## src/hw/ssr_pkg.sv

```systemverilog
// constants for the supply reset supervisor: timing, register map, codes
// assumes a 20 MHz core clock and an Avalon-MM slave with 32-bit data
package ssr_pkg;
  // ---------------------------------------------------------------
  // timing
  // ---------------------------------------------------------------
  localparam int unsigned CLK_HZ       = 20_000_000;
  localparam int unsigned FILTER_US    = 20;
  localparam int unsigned STEP_MS      = 8;
  localparam int unsigned STRAP_US     = 500;
  // least times round up to whole cycles
  localparam int unsigned FILTER_CYC   = (FILTER_US * (CLK_HZ / 1000) + 999) / 1000;
  localparam int unsigned STEP_CYC     = STEP_MS * (CLK_HZ / 1000);
  localparam int unsigned STRAP_CYC    = (STRAP_US * (CLK_HZ / 1000) + 999) / 1000;
  // ---------------------------------------------------------------
  // register map (byte addresses) and fields
  // ---------------------------------------------------------------
  localparam logic [3:0]  ADDR_CTRL    = 4'h0;
  localparam logic [3:0]  ADDR_STATUS  = 4'h4;
  localparam logic [3:0]  ADDR_VSEL    = 4'h8;
  localparam logic [2:0]  CTRL_RESET   = 3'h0;
  // monitor index
  localparam int unsigned MON_CORE     = 0;
  localparam int unsigned MON_IO       = 1;
  localparam int unsigned MON_MAIN     = 2;
  localparam int unsigned MON_KAM      = 3;
  // ---------------------------------------------------------------
  // voltage selection codes
  // ---------------------------------------------------------------
  localparam logic [2:0]  V1P0         = 3'h0;
  localparam logic [2:0]  V1P5         = 3'h1;
  localparam logic [2:0]  V2P0         = 3'h2;
  localparam logic [2:0]  V2P6         = 3'h3;
  localparam logic [2:0]  V3P15        = 3'h4;
  localparam logic [2:0]  V3P3         = 3'h5;
  localparam logic [2:0]  V5P0         = 3'h6;
  // one-hot operating modes
  typedef enum logic [1:0] {
    MODE_SLEEP  = 2'b01,
    MODE_NORMAL = 2'b10
  } ssr_mode_t;
endpackage : ssr_pkg

```

## src/hw/ssr_supervisor.sv

```systemverilog
// supply reset supervisor: glitch filter, release delay, mode, straps
// assumes all pin inputs are asynchronous and the bus runs on i_core_clk
`timescale 1ns/100ps
module ssr_supervisor #(
  parameter int unsigned P_STEP_CYC  = ssr_pkg::STEP_CYC,
  parameter int unsigned P_STRAP_CYC = ssr_pkg::STRAP_CYC
) (
  input  wire logic        i_core_clk,
  input  wire logic        i_arst_n,
  // control and strap pins
  input  wire logic        i_ignition_in,
  input  wire logic        i_regulator_hold_on,
  input  wire logic        i_volt_strap_a,
  input  wire logic        i_volt_strap_b,
  input  wire logic        i_volt_strap_c,
  input  wire logic        i_input_undervoltage_lockout,
  // supply regulation indications, high means out of window
  input  wire logic        i_core_supply_low,
  input  wire logic        i_io_supply_low,
  input  wire logic        i_main_supply_low,
  input  wire logic        i_main_supply_high,
  input  wire logic        i_keepalive_supply_low,
  // open-drain reset pins: level in, drive value, enable
  input  wire logic        i_core_supply_reset_n,
  input  wire logic        i_io_supply_reset_n,
  input  wire logic        i_main_supply_reset_n,
  input  wire logic        i_keepalive_reset_n,
  output logic             o_core_supply_reset_n,
  output logic             o_io_supply_reset_n,
  output logic             o_main_supply_reset_n,
  output logic             o_keepalive_reset_n,
  output logic             o_core_supply_reset_oe,
  output logic             o_io_supply_reset_oe,
  output logic             o_main_supply_reset_oe,
  output logic             o_keepalive_reset_oe,
  // regulator control
  output logic             o_core_supply_en,
  output logic             o_io_supply_en,
  output logic             o_main_supply_en,
  output logic             o_keepalive_supply_en,
  output logic             o_core_pulldown,
  output logic             o_io_pulldown,
  // avalon-mm slave
  input  wire logic [3:0]  i_avs_address,
  input  wire logic        i_avs_read,
  input  wire logic        i_avs_write,
  input  wire logic [31:0] i_avs_writedata,
  input  wire logic [3:0]  i_avs_byteenable,
  output logic [31:0]      o_avs_readdata,
  output logic             o_avs_waitrequest
);
  // ---------------------------------------------------------------
  // strap decode
  // ---------------------------------------------------------------
  // returns {io standby, core code, io code, keep-alive code}
  function automatic logic [9:0] ssr_decode(input logic [2:0] s);
    logic [9:0] r;
    r = 10'h000;
    case (s) // a,b,c
      3'b111: r = {1'b0, ssr_pkg::V2P6,  ssr_pkg::V3P3, ssr_pkg::V2P6};
      3'b110: r = {1'b0, ssr_pkg::V3P3,  ssr_pkg::V3P3, ssr_pkg::V3P3};
      3'b101: r = {1'b0, ssr_pkg::V1P5,  ssr_pkg::V3P3, ssr_pkg::V1P0};
      3'b100: r = {1'b0, ssr_pkg::V3P3,  ssr_pkg::V3P3, ssr_pkg::V1P0};
      3'b011: r = {1'b1, ssr_pkg::V3P3,  ssr_pkg::V3P3, ssr_pkg::V1P0};
      3'b010: r = {1'b0, ssr_pkg::V3P15, ssr_pkg::V2P0, ssr_pkg::V5P0};
      3'b001: r = {1'b1, ssr_pkg::V3P3,  ssr_pkg::V2P6, ssr_pkg::V1P0};
      default: r = {1'b1, ssr_pkg::V3P3, ssr_pkg::V2P6, ssr_pkg::V1P5};
    endcase
    return r;
  endfunction : ssr_decode

  // ---------------------------------------------------------------
  // input synchronisers
  // ---------------------------------------------------------------
  logic [13:0]          sync1;        // first stage, read only by sync2
  logic [13:0]          sync2;        // safe copies of all pins
  logic                 ign;          // ignition, synced
  logic                 hold;         // regulator hold-on, synced
  logic [2:0]           strap_pin;    // live strap levels
  logic                 input_undervoltage_lockout;         // input lockout
  logic [3:0]           flt;          // per-monitor out-of-window
  logic [3:0]           pin_lvl;      // reset pin read-back

  // two flops on every pin; only sync2 looks at sync1
  always_ff @(posedge i_core_clk or negedge i_arst_n) begin
    if (!i_arst_n) begin
      sync1 <= 14'h0000;
      sync2 <= 14'h0000;
    end else begin
      sync1 <= {i_keepalive_reset_n, i_main_supply_reset_n, i_io_supply_reset_n,
                i_core_supply_reset_n, i_input_undervoltage_lockout, i_keepalive_supply_low,
                i_main_supply_low | i_main_supply_high, i_io_supply_low, i_core_supply_low,
                i_volt_strap_c, i_volt_strap_b, i_volt_strap_a,
                i_regulator_hold_on, i_ignition_in};
      sync2 <= sync1;
    end
  end

  // reset value 0 makes undriven control inputs look low
  assign ign       = sync2[0];
  assign hold      = sync2[1];
  assign strap_pin = {sync2[2], sync2[3], sync2[4]};
  assign flt       = sync2[8:5]; // main fault is low or high
  assign input_undervoltage_lockout      = sync2[9];
  assign pin_lvl   = sync2[13:10];

  // ---------------------------------------------------------------
  // strap latch
  // ---------------------------------------------------------------
  logic [31:0]          strap_cnt;    // cycles since reset release
  logic                 strap_done;   // straps captured
  logic [2:0]           strap_q;      // captured {a,b,c}
  logic [9:0]           dec;          // decoded selections
  logic                 io_standby;   // io configured as standby

  // capture once, never again until the next power-on reset
  always_ff @(posedge i_core_clk or negedge i_arst_n) begin
    if (!i_arst_n) begin
      strap_cnt  <= 32'h00000000;
      strap_done <= 1'b0;
      strap_q    <= 3'h0;
    end else if (!strap_done) begin
      strap_cnt <= strap_cnt + 32'h00000001;
      if (strap_cnt == P_STRAP_CYC - 1) begin
        strap_done <= 1'b1;
        strap_q    <= strap_pin;
      end
    end
  end

  assign dec        = ssr_decode(strap_q);
  assign io_standby = dec[9];

  // ---------------------------------------------------------------
  // mode state machine
  // ---------------------------------------------------------------
  ssr_pkg::ssr_mode_t   mode;         // current mode
  ssr_pkg::ssr_mode_t   next_mode;    // decided mode
  logic                 normal;       // shorthand
  logic                 power_down;   // sequence shutdown

  // straps must be known before any supply other than keep-alive is sequenced up
  always_comb begin
    next_mode = mode;
    case (mode)
      ssr_pkg::MODE_SLEEP: begin
        if (strap_done && (ign || hold)) next_mode = ssr_pkg::MODE_NORMAL;
      end
      ssr_pkg::MODE_NORMAL: begin
        if (!ign && !hold) next_mode = ssr_pkg::MODE_SLEEP;
      end
      default: next_mode = ssr_pkg::MODE_SLEEP;
    endcase
  end

  always_ff @(posedge i_core_clk or negedge i_arst_n) begin
    if (!i_arst_n) mode <= ssr_pkg::MODE_SLEEP;
    else           mode <= next_mode;
  end

  assign normal     = (mode == ssr_pkg::MODE_NORMAL);
  assign power_down = !normal || input_undervoltage_lockout;

  // ---------------------------------------------------------------
  // regulator enables and pull-downs
  // ---------------------------------------------------------------
  always_ff @(posedge i_core_clk or negedge i_arst_n) begin
    if (!i_arst_n) begin
      o_core_supply_en      <= 1'b0;
      o_io_supply_en        <= 1'b0;
      o_main_supply_en      <= 1'b0;
      o_keepalive_supply_en <= 1'b1;
      o_core_pulldown       <= 1'b1;
      o_io_pulldown         <= 1'b1;
    end else begin
      o_core_supply_en      <= !power_down;
      o_main_supply_en      <= !power_down;
      // io standby stays on in sleep
      o_io_supply_en        <= !power_down || (strap_done && io_standby);
      o_keepalive_supply_en <= 1'b1;
      o_core_pulldown       <= power_down;
      o_io_pulldown         <= power_down && !(strap_done && io_standby);
    end
  end

  // ---------------------------------------------------------------
  // control register
  // ---------------------------------------------------------------
  logic [2:0]           delay_code;   // release delay select
  logic [31:0]          delay_cyc;    // release delay in cycles
  logic                 bus_req;      // read or write pending
  logic                 bus_go;       // transfer completes this edge

  assign bus_req   = i_avs_read || i_avs_write;
  assign bus_go    = bus_req && !o_avs_waitrequest;
  // step times code covers 0..56 ms
  assign delay_cyc = 32'({29'h00000000, delay_code} * P_STEP_CYC);

  always_ff @(posedge i_core_clk or negedge i_arst_n) begin
    if (!i_arst_n) delay_code <= ssr_pkg::CTRL_RESET;
    else if (bus_go && i_avs_write && i_avs_address == ssr_pkg::ADDR_CTRL && i_avs_byteenable[0])
      delay_code <= i_avs_writedata[2:0];
  end

  // ---------------------------------------------------------------
  // reset monitors
  // ---------------------------------------------------------------
  logic [15:0]          filt_cnt [4]; // fault persistence
  logic [31:0]          rel_cnt  [4]; // in-window persistence
  logic [3:0]           asserted;     // monitor holds its reset

  // monitors run in normal only; sleep parks them asserted so that
  // wake-up still honours the release delay
  always_ff @(posedge i_core_clk or negedge i_arst_n) begin
    if (!i_arst_n) begin
      asserted <= 4'hF;
      for (int k = 0; k < 4; k++) begin
        filt_cnt[k] <= 16'h0000;
        rel_cnt[k]  <= 32'h00000000;
      end
    end else begin
      for (int k = 0; k < 4; k++) begin
        if (!normal) begin
          asserted[k] <= 1'b1;
          filt_cnt[k] <= 16'h0000;
          rel_cnt[k]  <= 32'h00000000;
        end else if (flt[k]) begin
          rel_cnt[k] <= 32'h00000000;
          if (!asserted[k]) begin
            if (filt_cnt[k] == 16'(ssr_pkg::FILTER_CYC - 1)) begin
              asserted[k] <= 1'b1;
              filt_cnt[k] <= 16'h0000;
            end else begin
              filt_cnt[k] <= filt_cnt[k] + 16'h0001;
            end
          end
        end else begin
          filt_cnt[k] <= 16'h0000;
          if (asserted[k]) begin
            if (rel_cnt[k] >= delay_cyc) begin
              asserted[k] <= 1'b0;
              rel_cnt[k]  <= 32'h00000000;
            end else begin
              rel_cnt[k] <= rel_cnt[k] + 32'h00000001;
            end
          end
        end
      end
    end
  end

  // ---------------------------------------------------------------
  // open-drain drivers
  // ---------------------------------------------------------------
  logic [3:0]           pin_oe;       // pull low when set
  logic [3:0]           pin_drv;      // drive value, always low

  always_ff @(posedge i_core_clk or negedge i_arst_n) begin
    if (!i_arst_n) begin
      pin_oe  <= 4'h0;
      pin_drv <= 4'h0;
    end else begin
      pin_oe  <= normal ? asserted : 4'h0;
      pin_drv <= 4'h0;
    end
  end

  assign o_core_supply_reset_oe = pin_oe[ssr_pkg::MON_CORE];
  assign o_io_supply_reset_oe   = pin_oe[ssr_pkg::MON_IO];
  assign o_main_supply_reset_oe = pin_oe[ssr_pkg::MON_MAIN];
  assign o_keepalive_reset_oe   = pin_oe[ssr_pkg::MON_KAM];
  assign o_core_supply_reset_n  = pin_drv[ssr_pkg::MON_CORE];
  assign o_io_supply_reset_n    = pin_drv[ssr_pkg::MON_IO];
  assign o_main_supply_reset_n  = pin_drv[ssr_pkg::MON_MAIN];
  assign o_keepalive_reset_n    = pin_drv[ssr_pkg::MON_KAM];

  // ---------------------------------------------------------------
  // bus answer
  // ---------------------------------------------------------------
  // one wait state: waitrequest falls the edge after a request arrives
  always_ff @(posedge i_core_clk or negedge i_arst_n) begin
    if (!i_arst_n) begin
      o_avs_waitrequest <= 1'b1;
      o_avs_readdata    <= 32'h00000000;
    end else begin
      o_avs_waitrequest <= !(bus_req && o_avs_waitrequest);
      if (bus_req && o_avs_waitrequest && i_avs_read) begin
        if (i_avs_address == ssr_pkg::ADDR_CTRL)
          o_avs_readdata <= {29'h00000000, delay_code};
        else if (i_avs_address == ssr_pkg::ADDR_STATUS)
          o_avs_readdata <= {16'h0000, io_standby, power_down, strap_done, strap_q,
                             mode, pin_lvl, asserted};
        else if (i_avs_address == ssr_pkg::ADDR_VSEL)
          o_avs_readdata <= {23'h000000, dec[8:0]};
        else
          o_avs_readdata <= 32'h00000000; // unmapped reads zero
      end
    end
  end
endmodule : ssr_supervisor
```

## config.mk

```make
export PLATFORM = sky130hd
export DESIGN_NAME = ssr_supervisor
export DESIGN_NICKNAME = d
export VERILOG_FILES = /design/src/hw/ssr_pkg.sv /design/src/hw/ssr_supervisor.sv
export SDC_FILE = /design/constraint.sdc
export NUM_CORES = 1
export LEC_CHECK = 0
export BUFFER_PORTS_ARGS = -buffer_cell sky130_fd_sc_hd__buf_4
export CAP_MARGIN = 20
export CORE_UTILIZATION = 40
export CTS_BUF_LIST = sky130_fd_sc_hd__clkbuf_4
export CTS_CLUSTER_DIAMETER = 50
export DETAILED_ROUTE_END_ITERATION = 10
export HOLD_SLACK_MARGIN = 0.15
export PLACE_DENSITY = 0.55
export SETUP_SLACK_MARGIN = 0.15
export SYNTH_ARGS = -nofsm -noshare
export SYNTH_HDL_FRONTEND = slang
export SYNTH_SLANG_ARGS = --single-unit
export TNS_END_PERCENT = 1
```

## constraint.sdc

```tcl
create_clock -name i_core_clk -period 6.3 [get_ports i_core_clk]
set_clock_uncertainty 0.15 [all_clocks]
set_input_delay 0 -clock i_core_clk [delete_from_list [all_inputs] [get_ports i_core_clk]]
set_output_delay 0 -clock i_core_clk [all_outputs]
set_load 0.01 [all_outputs]
```

* Yosys cells after proc, flatten, opt, wreduce, memory -nomap -nowiden
Index checks and enable logic that the tools add are counted.
** Storage, ports and cells
- Flip-flop bits (word level) :: 306
- Bits in latches :: 0
- Memory bits (writable) :: 0
- ROM bits :: 0
- Input bits :: 59
- Memories kept :: 0
** Cells by class
- $add $sub $neg :: 9
- Multipliers :: 1
- Divide/modulo/power cells :: 0
- Magnitude comparators :: 4
- Eq/ne operators :: 26
- Shift-type cells :: 0
- Multiplexer cells :: 66
- Bitwise logic cells :: 2
- Reductions and logical operators :: 24
** Operator list (count)
- 2-to-1 mux 32 bit :: 16
- 2-to-1 mux 16 bit :: 18
- adder 32 x 1 -> 32 bit, second input constant :: 5
- >= comparator 32 x 21 -> 1 bit :: 4
- one-hot mux 10 bit (7 select lines) :: 1
- adder 16 x 1 -> 16 bit, second input constant :: 4
- equality test 16 x 9 -> 1 bit, second input constant :: 4
- equality test 32 x 14 -> 1 bit, second input constant :: 1
- 2-to-1 mux 1 bit :: 26
- multiplier 3 x 10 -> 13 bit, second input constant :: 1
- equality test 3 bit, second input constant :: 4
- inequality test 3 x 2 -> 1 bit, second input constant :: 4
- inequality test 3 bit, second input constant :: 4
- logical AND 1 bit :: 10
- 2-to-1 mux 9 bit :: 1
- zero test 1 bit :: 7
- equality test 3 x 2 -> 1 bit, second input constant :: 2
- equality test 4 x 3 -> 1 bit, second input constant :: 1
- equality test 4 bit, second input constant :: 1
- zero test 4 bit :: 1
- logical OR 1 bit :: 4
- 2-to-1 mux 2 bit :: 2
- 2-to-1 mux 4 bit :: 1
- one-hot mux 2 bit (2 select lines) :: 1
- 8 further kinds :: 9

* Logic depth before layout (Yosys ltp)
Gate-level depths: netlist of run 1.
- Depth in word-level cells :: 6
- Gate-level depth with buffers :: 17

* Worst setup path before layout of run 1
Ideal clock, no wire load.
- Path kind :: flip-flop to flip-flop
- Start point :: register delay_code[0]
- End point :: register rel_cnt[96] (netlist bit)
- Setup time :: 65 ps
- Arrival time :: 4071 ps
- Required time :: 6085 ps
- Slack :: 2014 ps
- Stages on the path, launching flop included :: 18
- Path buffers :: 2
- Clock period less this slack :: 4286 ps
- Cells stage by stage :: dfrtp_1 inv_1 fa_1 inv_1 ha_1 fa_1 inv_1 ha_1 nand2_1 o21ai_0 a2111oi_1 nor2_1 a2111oi_1 o31a_1 buf_6 and3_1 buf_6 mux2_4
** On the way
- Word-level cells in the longest chain between the ends :: 6
** RTL lines
- start, declared :: RTL line ssr_supervisor.sv:189 : logic [2:0] delay_code;
- start signal, assigned :: RTL line ssr_supervisor.sv:200 : if (!i_arst_n) delay_code <= ssr_pkg::CTRL_RESET;
- start signal, assigned :: RTL line ssr_supervisor.sv:202 : delay_code <= i_avs_writedata[2:0];
- multiplier 3 x 10 -> 13 bit :: RTL line ssr_supervisor.sv:197 : assign delay_cyc = 32'({29'h00000000, delay_code} * P_STEP_CYC);
- >= comparator 32 x 21 -> 1 bit :: RTL line ssr_supervisor.sv:240 : if (rel_cnt[k] >= delay_cyc) begin
- 2-to-1 mux 32 bit :: RTL line ssr_supervisor.sv:240
- 2-to-1 mux 32 bit :: RTL line ssr_supervisor.sv:239 : if (asserted[k]) begin
- 2-to-1 mux 32 bit :: RTL line ssr_supervisor.sv:227 : end else if (flt[k]) begin
- 2-to-1 mux 32 bit :: RTL line ssr_supervisor.sv:223 : if (!normal) begin
- end signal, assigned by index :: RTL line ssr_supervisor.sv:244 : rel_cnt[k] <= rel_cnt[k] + 32'h00000001;
- end, declared :: RTL line ssr_supervisor.sv:209 : logic [31:0] rel_cnt [4];
No other way between the ends. The select of a mux whose other input is x is not followed.
A chain may end at the register's enable or synchronous reset.

* Final worst setup path of run 1
- Start point :: register delay_code[1]
- End point :: register rel_cnt[96] (netlist bit)
The elaborated chain is that of the path after synthesis.

==> results of run 1 <==
-- sequential cells by signal, indices dropped and copies added (netlist names) --
register	flops
rel_cnt	128
filt_cnt	64
strap_cnt	32
o_avs_readdata	16
sync1	14
sync2	14
asserted	4
pin_oe	4
delay_code	3
strap_q	3
mode	2
o_avs_waitrequest	1
o_core_pulldown	1
o_io_pulldown	1
o_io_supply_en	1
o_main_supply_en	1
strap_done	1
-- cells in the final DEF, fill, tap and decap left out, types with 4 or more instances in the layout --
master,n
xnor2_1,35
inv_1,52
a41o_1,6
buf_4,70
a21o_1,9
nand2_1,198
ha_1,54
nor2_1,131
and4_1,6
a211oi_1,6
nand4_1,38
nor2b_1,11
clkinv_1,17
or3_1,9
mux2i_1,33
o2111ai_1,9
dfstp_2,8
nor3_1,22
o31ai_1,4
nor4_1,19
a31oi_1,29
clkbuf_4,115
mux2_2,8
or4_1,7
a22o_1,15
dlygate4sd3_1,60
o211ai_1,7
xor2_1,47
a21oi_1,47
o21ai_0,56
and3_1,50
dfrtp_1,282
o41ai_1,6
and2_1,65
nor4b_1,4
nand3_1,102
conb_1,21
o21ai_1,7
a41oi_1,7
nand2b_1,8
-- worst max-delay path: stages (launching register included) --
cell	delay [ns]
dfrtp_1	0.43
inv_1	0.26
fa_1	0.57
inv_1	0.04
ha_1	0.21
fa_1	0.48
inv_1	0.10
ha_1	0.33
nand2_1	0.07
o21ai_0	0.07
a2111oi_1	0.48
nor2_1	0.13
a2111oi_1	0.44
o31a_1	0.56
and3_1	0.44
mux2_4	0.21
-- metal layers --
| layer | share of wire | track usage | vias up |
|---|---|---|---|
| met2 | 0.46 | 0.283 | 198 |
| li1 | - | - | 5754 |
| met3 | 0.040 | 0.0463 | 75 |
| met1 | 0.47 | 0.246 | 5668 |
| met4 | 0.026 | 0.0750 | 0 |
| met5 | 0 | 0 | - |
-- power groups by stage --
stage / Clock (mW) / Combinational [mW] / Sequential [mW]
6_report: 1.72 / 0.399 / 1.90
5_1_grt: 1.91 / 0.447 / 1.90
4_1_cts: 1.81 / 0.401 / 1.90
3_5_place_dp: 0 / 0.362 / 1.93
3_3_place_gp: 0 / 0.354 / 1.93
2_1_floorplan: 0 / 0.218 / 1.93
-- path summary, 6_finish.rpt --
check                                          startpoint                       to  cells after the start
worst max-delay path            delay_code[1]$_DFFE_PN0P_  rel_cnt[96]$_DFFE_PN0P_                     15
max in group asynchronous                        i_arst_n  rel_cnt[68]$_DFFE_PN0P_                      4
worst min register to register        sync1[11]$_DFF_PN0_      sync2[11]$_DFF_PN0_                      0
min in group asynchronous                        i_arst_n    asserted[0]$_DFF_PN1_                      3
worst max register to register  delay_code[1]$_DFFE_PN0P_  rel_cnt[96]$_DFFE_PN0P_                     15
worst min-delay path                  sync1[11]$_DFF_PN0_      sync2[11]$_DFF_PN0_                      0
-- cells by family after synthesis --
logic type,count (synthesis)
buffers and inverters,130
xor gates and xnor gates,82
adders and majority gates,58
other,2
muxes,42
AOI/OAI and AO/OA,242
and+or+nand+nor,689
DFF,290
-- area by class of cell --
class | count | area share
sequential | 290 | 0.420
tap | 468 | 0.0339
antenna | 3 | 0.000434
clock buffer | 115 | 0.0499
timing repair buffer | 132 | 0.0676
clock inverter | 24 | 0.00912
inverter | 52 | 0.0113
multi-input combinational | 1134 | 0.407
-- metrics by stage --
stage | instances | setup WS [ns] | utilization | total power [mW]
global route | 2218 | 0.871 | 0.473 | 4.25
CTS | 2215 | 1.23 | 0.473 | 4.11
detailed placement | 2015 | 1.32 | 0.428 | 2.29
floorplan | 1554 | 2.01 | - | 2.15
global placement | 2015 | 1.34 | 0.428 | 2.29
finish | 2218 | 1.21 | 0.473 | 4.02
==> results by group, run 1 <==
Floorplanning
  – Number of core rows: 70
  – Chip Height: 194 microns
  – Area of the die: around 38,000 sq um
  – Die width: between 150 and 200 microns
  – Initial Utilization: 0.406
  – Total I/O pin count: roughly 110
  – Core ar.: about 37,000 sq um

Clock tree
  – Clk pin slew, worst setup/hold paths: about 0.08 ns
  – TritonCTS buffer count: 82
  – Clock latency on the worst-skew pair: about 0.75 ns
  – Clock tree from TritonCTS: done
  – H-Tree Depth: 3
  – CTS Sinks: 290
  – Setup bufs post-CTS: 0
  – Max Buffers Root-to-Sink: 3
  – Cts repair resizes: 0
  – CTS root buffer: clkbuf_4
  – Number of buffers inserted by hold repair at cts: between 60 and 70

Drt
  – Wire per inst: roughly 15 microns
  – Post-route DRC: 0
  – Post-Route WL: around 33 mm
  – Vias per cell: 5.27
  – Vias: between 10,000 and 15,000
  – Initial DRC Count: 624
  – Number of nets with antenna violations after routing: 0
  – DR pass1 iterations: 5

Yosys
  – Count leader, synth: dfrtp_1
  – Average size of a mapped cell: roughly 9.7 sq um
  – Fraction of registers with async set/reset: 1.00
  – Post-Synth XOR/XNOR Area: 0.0485
  – Yosys warning count: 0
  – Post-synth EDFFs: 0
  – Largest family of logic cells by synthesized area: simple AND/OR/NAND/NOR gates
  – Post-Synth Adder-Cell Area: 0.0503
  – Syn Inst Count: ~1,500
  – Cell variety after synth: just over 70
  – Mux cell area share after synthesis: 0.0294
  – Simple-gate share of the synthesized area: 0.229
  – Register bit total from synthesis: 290
  – Mapped Area: 14,800 sq um
  – Post-synth top cells: 282 x dfrtp_1, 198 x nand2_1, 132 x nor2_1
  – Ys flop type: dfrtp_1
  – Post-synthesis sequential area ratio: 0.490
  – Yosys top cell area share: 0.476
  – Cell taking the most area after synthesis: dfrtp_1
  – Largest cells by area after synthesis: dfrtp_1 48%, nand2_1 5.0%, ha_1 4.6%
  – Compound-Gate Fraction of Synth Area: 0.111

Timing
  – Worst-margin pin slew: 1.02 ns
  – Hold WS: around 0.18 ns
  – Slew Limit Fails: 0
  – Min Tclk post-route: approximately 5.1 ns
  – Setup TNS: 0 ns
  – Max Clk Rate: roughly 0.20 GHz
  – Endpoints failing hold: 0
  – Rel. slew slack: 0.320
  – RSZ-0062 raised after global routing: no
  – Setup-failing EPs final: 0
  – Tcrit/Tclk final: 0.808

Pwr
  – Clock Power Share: 0.428
  – Sequential share of power: 0.473
  – Sw Ratio: 0.265
  – Logic pwr share: 0.099
  – NetSw: ~1.1 mW
  – Pleak: approximately 8 nW
  – Internal power: 2.95 mW
  – Power Dens Cells: between 200 and 250 nW/um^2
  – Peak VDD IR: 0.105 mV

GRT
  – Congestion Overflow GR: 0
  – Tot GR Track Use: 0.184
  – First-pass GRT wire length: about 57 mm
  – Largest net degree at the start of global routing: roughly 110
  – Number of global-route vias before repair: ~11,000
  – Antenna violations before repair: 2

Cells and area
  – Final instance area: between 15,000 and 20,000 sq um
  – Final #Nets: around 1,800
  – Layout fillers: around 3,400
  – FF/Latch Area: between 7000 and 8000 sq um
  – Layout area overhead: 16.7%
  – Share of layout cells above drive strength 1: 0.128
  – Area of the multi-input gates: 7050 sq um

Place
  – GPL Wtd Cong: roughly 0.8
  – I/O Buffers: 52
  – Post-DP Area: between 15,000 and 20,000 sq um
  – DP Wirelength: around 22 mm

Critical path
  – Startpoint Class: flip-flop
  – Worst setup path class: reg2reg
  – Critical path required time: approximately 6.8 ns
  – CP Max Fanout: 14
  – CP arrival: ~5.6 ns
  – Worst setup EP type: flip-flop
  – R2R setup slack: ~1.2 ns

Run
  – Max Cap Viol: 0

Outcome
  – Outcome: finished clean

Worst hold path
  – Hold Crit Class: reg2reg
Power figures use the tool's default switching activity.
==> run 2: changes to the inputs <==
--- a/config.mk
+++ b/config.mk
@@ -12,7 +12,7 @@
 export CTS_CLUSTER_DIAMETER = 50
 export DETAILED_ROUTE_END_ITERATION = 10
 export HOLD_SLACK_MARGIN = 0.15
-export PLACE_DENSITY = 0.55
+export PLACE_DENSITY = 0.57
 export SETUP_SLACK_MARGIN = 0.15
 export SYNTH_ARGS = -nofsm -noshare
 export SYNTH_HDL_FRONTEND = slang
==> constraint.sdc (replaced) <==
create_clock -name i_core_clk -period 4.42 [get_ports i_core_clk]
set_clock_uncertainty 0.15 [all_clocks]
set_input_delay 0 -clock i_core_clk [delete_from_list [all_inputs] [get_ports i_core_clk]]
set_output_delay 0 -clock i_core_clk [all_outputs]
set_load 0.01 [all_outputs]
==> run 2 against run 1 <==
Clock-buffer cell count is 10 higher. Total power is 47% higher. Worst hold slack better by 0.020 ns. Critical path depth is 2 higher. Highest routed layer unchanged. Largest power group unchanged. Sequential share of layout area is 0.62 points lower.
==> results by group, run 2 (synthesis results as in run 1) <==
Outcome
  – Outcome: finished clean

Timing
  – Fin worst setup slack: 0.316 ns (-0.894 ns)
  – Endpoints failing hold: 0 (unchanged)
  – Setup TNS: 0 ns (unchanged)
  – Rel. slew slack: 0.431 (+0.111)
  – Hold WS: 0.197 ns (+0.0203 ns)
  – Min Tclk post-route: 4.10 ns (-0.986 ns)
  – Slew Limit Fails: 0 (unchanged)
  – RSZ-0062 raised after global routing: no
  – Max Clk Rate: 0.244 GHz (+24%)
  – Setup-failing EPs final: 0 (unchanged)
  – Tcrit/Tclk final: 0.929 (+0.121)
  – Worst-margin pin slew: 0.850 ns (-0.167 ns)

Pwr
  – Pleak: 8.02 nW (+1.6%)
  – Peak VDD IR: 0.151 mV (+44%)
  – Power Dens Cells: 336 nW/um^2 (+44%)
  – Power Total: 5.89 mW (+47%)

GRT
  – Antenna violations before repair: 2 (unchanged)
  – First-pass GRT wire length: 56.8 mm (-0.72%)
  – Number of global-route vias before repair: 11,500 (+1.3%)
  – Tot GR Track Use: 0.181 (-0.00276)
  – Congestion Overflow GR: 0 (unchanged)
  – Largest net degree at the start of global routing: 122 (+8.9%)

Clock tree
  – TritonCTS buffer count: 84 (+2.4%)
  – Clk pin slew, worst setup/hold paths: 0.07 ns (about the same)
  – Clock tree from TritonCTS: done
  – H-Tree Depth: 3 (unchanged)
  – Clock latency on the worst-skew pair: 0.77 ns (+0.02 ns)
  – Max Buffers Root-to-Sink: 3 (unchanged)
  – CTS root buffer: clkbuf_4
  – CTS Sinks: 290 (unchanged)

Cells and area
  – Final core occ: 0.481 (+0.00712)
  – Max reg flops: 128 (unchanged)
  – Most frequent cells in the layout: 281 x dfrtp_1, 198 x nand2_1, 131 x nor2_1
  – Fin cells: 2,241 (+1.0%)
  – Most flop-heavy register: rel_cnt
  – Top flop regs: rel_cnt: 128 flops, filt_cnt: 64 flops, strap_cnt: 32 flops
  – Layout area overhead: 18.4%
  – Final instance area: 17,600 sq um (+1.5%)
  – Final #Nets: 1,826 (+1.0%)
  – Commonest non-fill, non-tap cell in the layout: dfrtp_1
  – Layout fillers: 3,439 (+0.50%)
  – Share of layout cells above drive strength 1: 0.143 (+0.0153)

Worst hold path
  – Hold path start: sync1[0]$_DFF_PN0_
  – Endpoint, Worst Hold: sync2[0]$_DFF_PN0_
  – Hold Crit Class: reg2reg
  – Hold path depth: 0 (unchanged)

Drt
  – Post-Route WL: 33.4 mm (-0.39%)
  – Initial DRC Count: 599 (-4.0%)
  – Number of nets with antenna violations after routing: 0 (unchanged)
  – Wire per inst: 14.9 microns (-1.4%)
  – Vias per cell: 5.22 (-1.0%)
  – Post-route DRC: 0 (unchanged)
  – DR pass1 iterations: 4 (-1)
  – Vias: 11,700 (+0.017%)

Critical path
  – Terminus of the critical flop-to-flop path: rel_cnt[107]$_DFFE_PN0P_
  – Startpoint Class: flip-flop
  – Critical path required time: 4.97 ns (-1.83 ns)
  – Worst setup EP type: flip-flop
  – CP arrival: 4.66 ns (-0.93 ns)
  – R2R cell count: 17 (+2)
  – R2R setup slack: 0.32 ns (-0.89 ns)
  – CP Max Fanout: 9 (-5)
  – FF-to-FF Start: delay_code[0]$_DFFE_PN0P_
  – Worst Setup SP: delay_code[0]$_DFFE_PN0P_
  – Worst setup path class: reg2reg

Run
  – Max Cap Viol: 0 (unchanged)

Place
  – DP Wirelength: 21.6 mm (about the same)
  – GPL Wtd Cong: 0.816 (+1.5%)
  – Post-DP Area: 15,800 sq um (+0.82%)
  – Pre-CTS setup slack: 0.238 ns (-1.08 ns)
  – Placed Cells: 2,027 (+0.60%)
  – I/O Buffers: 52 (unchanged)

Floorplanning
  – Area of the die: 37,800 sq um (unchanged)
  – Number of core rows: 70 (unchanged)
  – Initial Utilization: 0.406 (unchanged)
  – Total I/O pin count: 106 (unchanged)
  – Die width: 194 microns (unchanged)
  – Core ar.: 36,500 sq um (unchanged)
  – Chip Height: 194 microns (unchanged)
[run 2: repair_timing]
item                       in CTS  in global routing
gates resized for setup         0                  5
hold buffers                   61                  0
hold endpoints to repair      324                  0
buffers inserted                0                  4
setup endpoints to repair       0                 20
[run 2: power by group]
part	switching (mW)	internal [mW]	total [mW]
clock	1.17	1.41	2.57
combinational	0.367	0.246	0.614
sequential	0.0184	2.69	2.70
total	1.55	4.34	5.89
[run 2: layer usage]
metal | part of all wire | wire length, microns | track usage | vias up
li1 | - | - | - | 5783
met4 | 0.017 | 575 | 0.0664 | 0
met5 | 0 | 0 | 0 | -
met2 | 0.48 | 15900 | 0.287 | 176
met3 | 0.035 | 1160 | 0.0377 | 58
met1 | 0.47 | 15800 | 0.243 | 5680
[run 2: worst max-delay path by stage]
stage	endpoint	slack, ns
after floorplan	rel_cnt[96]$_DFFE_PN0P_	0.26
after global placement	rel_cnt[96]$_DFFE_PN0P_	0.26
after detailed placement	rel_cnt[111]$_DFFE_PN0P_	0.24
after CTS	rel_cnt[111]$_DFFE_PN0P_	0.16
after global routing	rel_cnt[105]$_DFFE_PN0P_	0.08
final	rel_cnt[107]$_DFFE_PN0P_	0.32
[run 2: layout make-up]
cell class / count / area (sq um) / area share
Timing Repair Buffer: 148 / 1350 / 0.0767
Antenna cell: 3 / 7.51 / 0.000428
Inverter: 52 / 195 / 0.0111
Clock buffer: 125 / 938 / 0.0535
Sequential cell: 290 / 7270 / 0.414
Multi-Input combinational cell: 1134 / 7060 / 0.402
Clock inverter: 21 / 153 / 0.00870
Tap cell: 468 / 586 / 0.0334
[run 2: worst max-delay path: stages, from the launching register on]
cell	delay, ns
dfrtp_2	0.35
inv_1	0.06
fa_1	0.54
inv_1	0.04
ha_1	0.21
fa_1	0.49
inv_1	0.06
ha_1	0.30
nand4_1	0.08
a21oi_1	0.06
a2111oi_2	0.36
nor2_1	0.12
a2111oi_2	0.39
o31a_1	0.24
buf_6	0.14
buf_6	0.14
a41o_1	0.16
a22o_1	0.12
==> run 3: changes to the inputs <==
--- a/config.mk
+++ b/config.mk
@@ -5,14 +5,15 @@
 export SDC_FILE = /design/constraint.sdc
 export NUM_CORES = 1
 export LEC_CHECK = 0
-export BUFFER_PORTS_ARGS = -buffer_cell sky130_fd_sc_hd__buf_4
 export CAP_MARGIN = 20
+export CORE_ASPECT_RATIO = 1.4
 export CORE_UTILIZATION = 40
 export CTS_BUF_LIST = sky130_fd_sc_hd__clkbuf_4
 export CTS_CLUSTER_DIAMETER = 50
 export DETAILED_ROUTE_END_ITERATION = 10
+export DONT_BUFFER_PORTS = 1
 export HOLD_SLACK_MARGIN = 0.15
-export PLACE_DENSITY = 0.57
+export PLACE_DENSITY = 0.54
 export SETUP_SLACK_MARGIN = 0.15
 export SYNTH_ARGS = -nofsm -noshare
 export SYNTH_HDL_FRONTEND = slang
==> run 3 against run 2 <==
The flow now finishes with violations (negative hold slack). Core utilization decreased by 1.2 points. Non-clock buffer count decreased by 45. First-iteration DRC count increased by 20%. Clock-buffer cell count decreased by 17. Final cell count decreased by 2.7%. Sequential power about the same. Critical path depth unchanged. Worst hold slack got worse by 1.4 ns. Largest power group unchanged.
==> results by group, run 3 (synthesis results as in run 1) <==
Timing
  – Slew Limit Fails: 0 (unchanged)
  – Setup TNS: 0 ns (unchanged)
  – Max Clk Rate: 0.247 GHz (+1.4%)
  – Endpoints failing hold: 290 (+290)
  – Worst-margin pin slew: 0.939 ns (+0.0897 ns)
  – RSZ-0062 raised after global routing: yes
  – Hold WS: -1.22 ns (-1.42 ns)
  – Setup-failing EPs final: 0 (unchanged)
  – Tcrit/Tclk final: 0.916 (-0.0127)
  – Rel. slew slack: 0.368 (-0.0631)
  – Min Tclk post-route: 4.05 ns (-0.0559 ns)

Floorplanning
  – Number of core rows: 83 (+19%)
  – Initial Utilization: 0.405 (about the same)
  – Area of the die: 37,800 sq um (about the same)
  – Chip Height: 230 microns (+18%)
  – Die width: 165 microns (-15%)
  – Core ar.: 36,600 sq um (about the same)
  – Total I/O pin count: 106 (unchanged)

Critical path
  – Critical path required time: 4.93 ns (-0.04 ns)
  – WP buf/inv: 5 (unchanged)
  – Most common cell on crit path: inv_1
  – Startpoint Class: flip-flop
  – Slowest stage cell, crit path: fa_1
  – CP arrival: 4.56 ns (-0.10 ns)
  – CP peak stage delay: 0.53 ns (about the same)
  – Critical Path, Cell by Cell: inv_1 -> fa_1 -> inv_1 -> ha_1 -> fa_1 -> inv_1 -> buf_4 -> ha_1 -> a21oi_1 -> o21ai_0 -> a31oi_1 -> o41a_1 -> o22ai_1 -> o211ai_2 -> buf_4 -> nand2_1 -> o21ai_0
  – CP delay by family, top: adder cells
  – Worst setup EP type: flip-flop
  – CP Max Fanout: 24 (+15)
  – Worst setup path class: reg2reg

Pwr
  – Power Dens Cells: 331 nW/um^2 (-1.3%)
  – Peak VDD IR: 0.196 mV (+30%)
  – Pleak: 7.73 nW (-3.6%)
  – Power Total: 5.68 mW (-3.7%)

Cells and area
  – Most flop-heavy register: rel_cnt
  – Commonest non-fill, non-tap cell in the layout: dfrtp_1
  – Top flop regs: rel_cnt: 128 flops, filt_cnt: 64 flops, strap_cnt: 32 flops
  – Final #Nets: 1,773 (-2.9%)
  – Share of layout cells above drive strength 1: 0.106 (-0.0372)
  – Most frequent cells in the layout: 281 x dfrtp_1, 198 x nand2_1, 131 x nor2_1
  – Layout area overhead: 15.5%
  – Max reg flops: 128 (unchanged)

Clock tree
  – CTS Sinks: 290 (unchanged)
  – Clock latency on the worst-skew pair: 0.80 ns (+0.03 ns)
  – Clk pin slew, worst setup/hold paths: 0.06 ns (about the same)
  – Clock tree from TritonCTS: done
  – TritonCTS buffer count: 76 (-9.5%)
  – CTS root buffer: clkbuf_4
  – Setup bufs post-CTS: 0 (unchanged)
  – H-Tree Depth: 3 (unchanged)
  – Max Buffers Root-to-Sink: 3 (unchanged)
  – Number of buffers inserted by hold repair at cts: 74 (+21%)

GRT
  – First-pass GRT wire length: 57.0 mm (+0.44%)
  – Antenna violations before repair: 2 (unchanged)
  – Tot GR Track Use: 0.187 (+0.00642)
  – Largest net degree at the start of global routing: 291 (+140%)
  – Number of global-route vias before repair: 11,400 (-0.88%)
  – Congestion Overflow GR: 0 (unchanged)

Drt
  – DR pass1 iterations: 5 (+1)
  – Post-route DRC: 0 (unchanged)
  – Vias per cell: 5.30 (+1.5%)
  – Post-Route WL: 34.0 mm (+1.9%)
  – Initial DRC Count: 716 (+20%)
  – Vias: 11,600 (-1.2%)
  – Wire per inst: 15.6 microns (+4.7%)
  – Number of nets with antenna violations after routing: 0 (unchanged)

Place
  – GPL Wtd Cong: 0.806 (-1.2%)
  – DP Wirelength: 22.0 mm (+2.1%)
  – I/O Buffers: 0 (-100%)

Run
  – Max Cap Viol: 0 (unchanged)

Worst hold path
  – Hold Crit Class: in2async

Outcome
  – Violated checks: negative hold slack
  – Outcome: complete, but fails checks
==> run 3: cell types whose count changed in the layout (fill, tap and decap cells not counted), sizes merged <==
cell / change
buf: -59
diode: -1
clkbuf: -17
dlygate4sd3: +14
inv: +2
bufinv: +1
clkinvlp: -3
clkinv: +4
==> run 3: power by group <==
part	switching (mW)	internal (mW)
Sequential	0.0288	2.68
Combinational	0.291	0.214
Clock	1.14	1.31
Total	1.46	4.21
==> run 3: layer usage <==
| layer | wire length (microns) | vias to the layer above | global-route usage |
|---|---|---|---|
| met4 | 869 | 0 | 0.0777 |
| met1 | 14900 | 5644 | 0.229 |
| met3 | 1270 | 48 | 0.0415 |
| met5 | 0 | - | 0 |
| met2 | 17000 | 183 | 0.315 |
| li1 | - | 5676 | - |
==> run 3: cell type report <==
cell class | count | area (sq um)
repair buffers | 103 | 995
fillers | 3507 | 19400
diodes | 2 | 5.00
inverters | 52 | 195
well taps | 467 | 584
clock inverters | 25 | 200
clock buffers | 108 | 811
multi-input cells | 1134 | 7060
flip-flops and latches | 290 | 7270
==> run 3: worst reg2reg max path: cells and delay by family (launching register included) <==
family                   cells  cell delay [ns]
AO/OA/AOI/OAI                7             1.23
adder cells (fa/ha/maj)      4             1.52
buffers and inverters        5             0.63
flip-flops                   1             0.35
AND/OR/NAND/NOR              1             0.12
==> run 3: through the flow <==
stage               area, sq um  setup slack [ns]  utilization  std cells
global route              17100           0.00758        0.468       2181
global placement          15300             0.271        0.419       1971
CTS                       17100             0.245        0.468       2179
finish                    17100             0.372        0.468       2181
detailed placement        15300             0.278        0.420       1972
floorplan                 14900             0.258            -       1554
==> run 3: final timing paths <==
path | start | to | slack (ns) | cells past startpoint
worst max-delay path | delay_code[0]$_DFFE_PN0P_ | rel_cnt[64]$_DFFE_PN0P_ | 0.37 | 17
worst min-delay path | i_arst_n | filt_cnt[8]$_DFFE_PN0P_ | -1.22 | 0
worst max register to register | delay_code[0]$_DFFE_PN0P_ | rel_cnt[64]$_DFFE_PN0P_ | 0.37 | 17
worst min register to register | sync1[0]$_DFF_PN0_ | sync2[0]$_DFF_PN0_ | 0.20 | 0
max in group asynchronous | i_arst_n | rel_cnt[41]$_DFFE_PN0P_ | 4.85 | 0
min in group i_core_clk | sync1[0]$_DFF_PN0_ | sync2[0]$_DFF_PN0_ | 0.20 | 0
==> run 3: timing repair <==
action / CTS / global route
endpoints found under the setup margin: 0 / 39
gates resized for setup: 0 / 5
hold endpoints to repair: 324 / 290
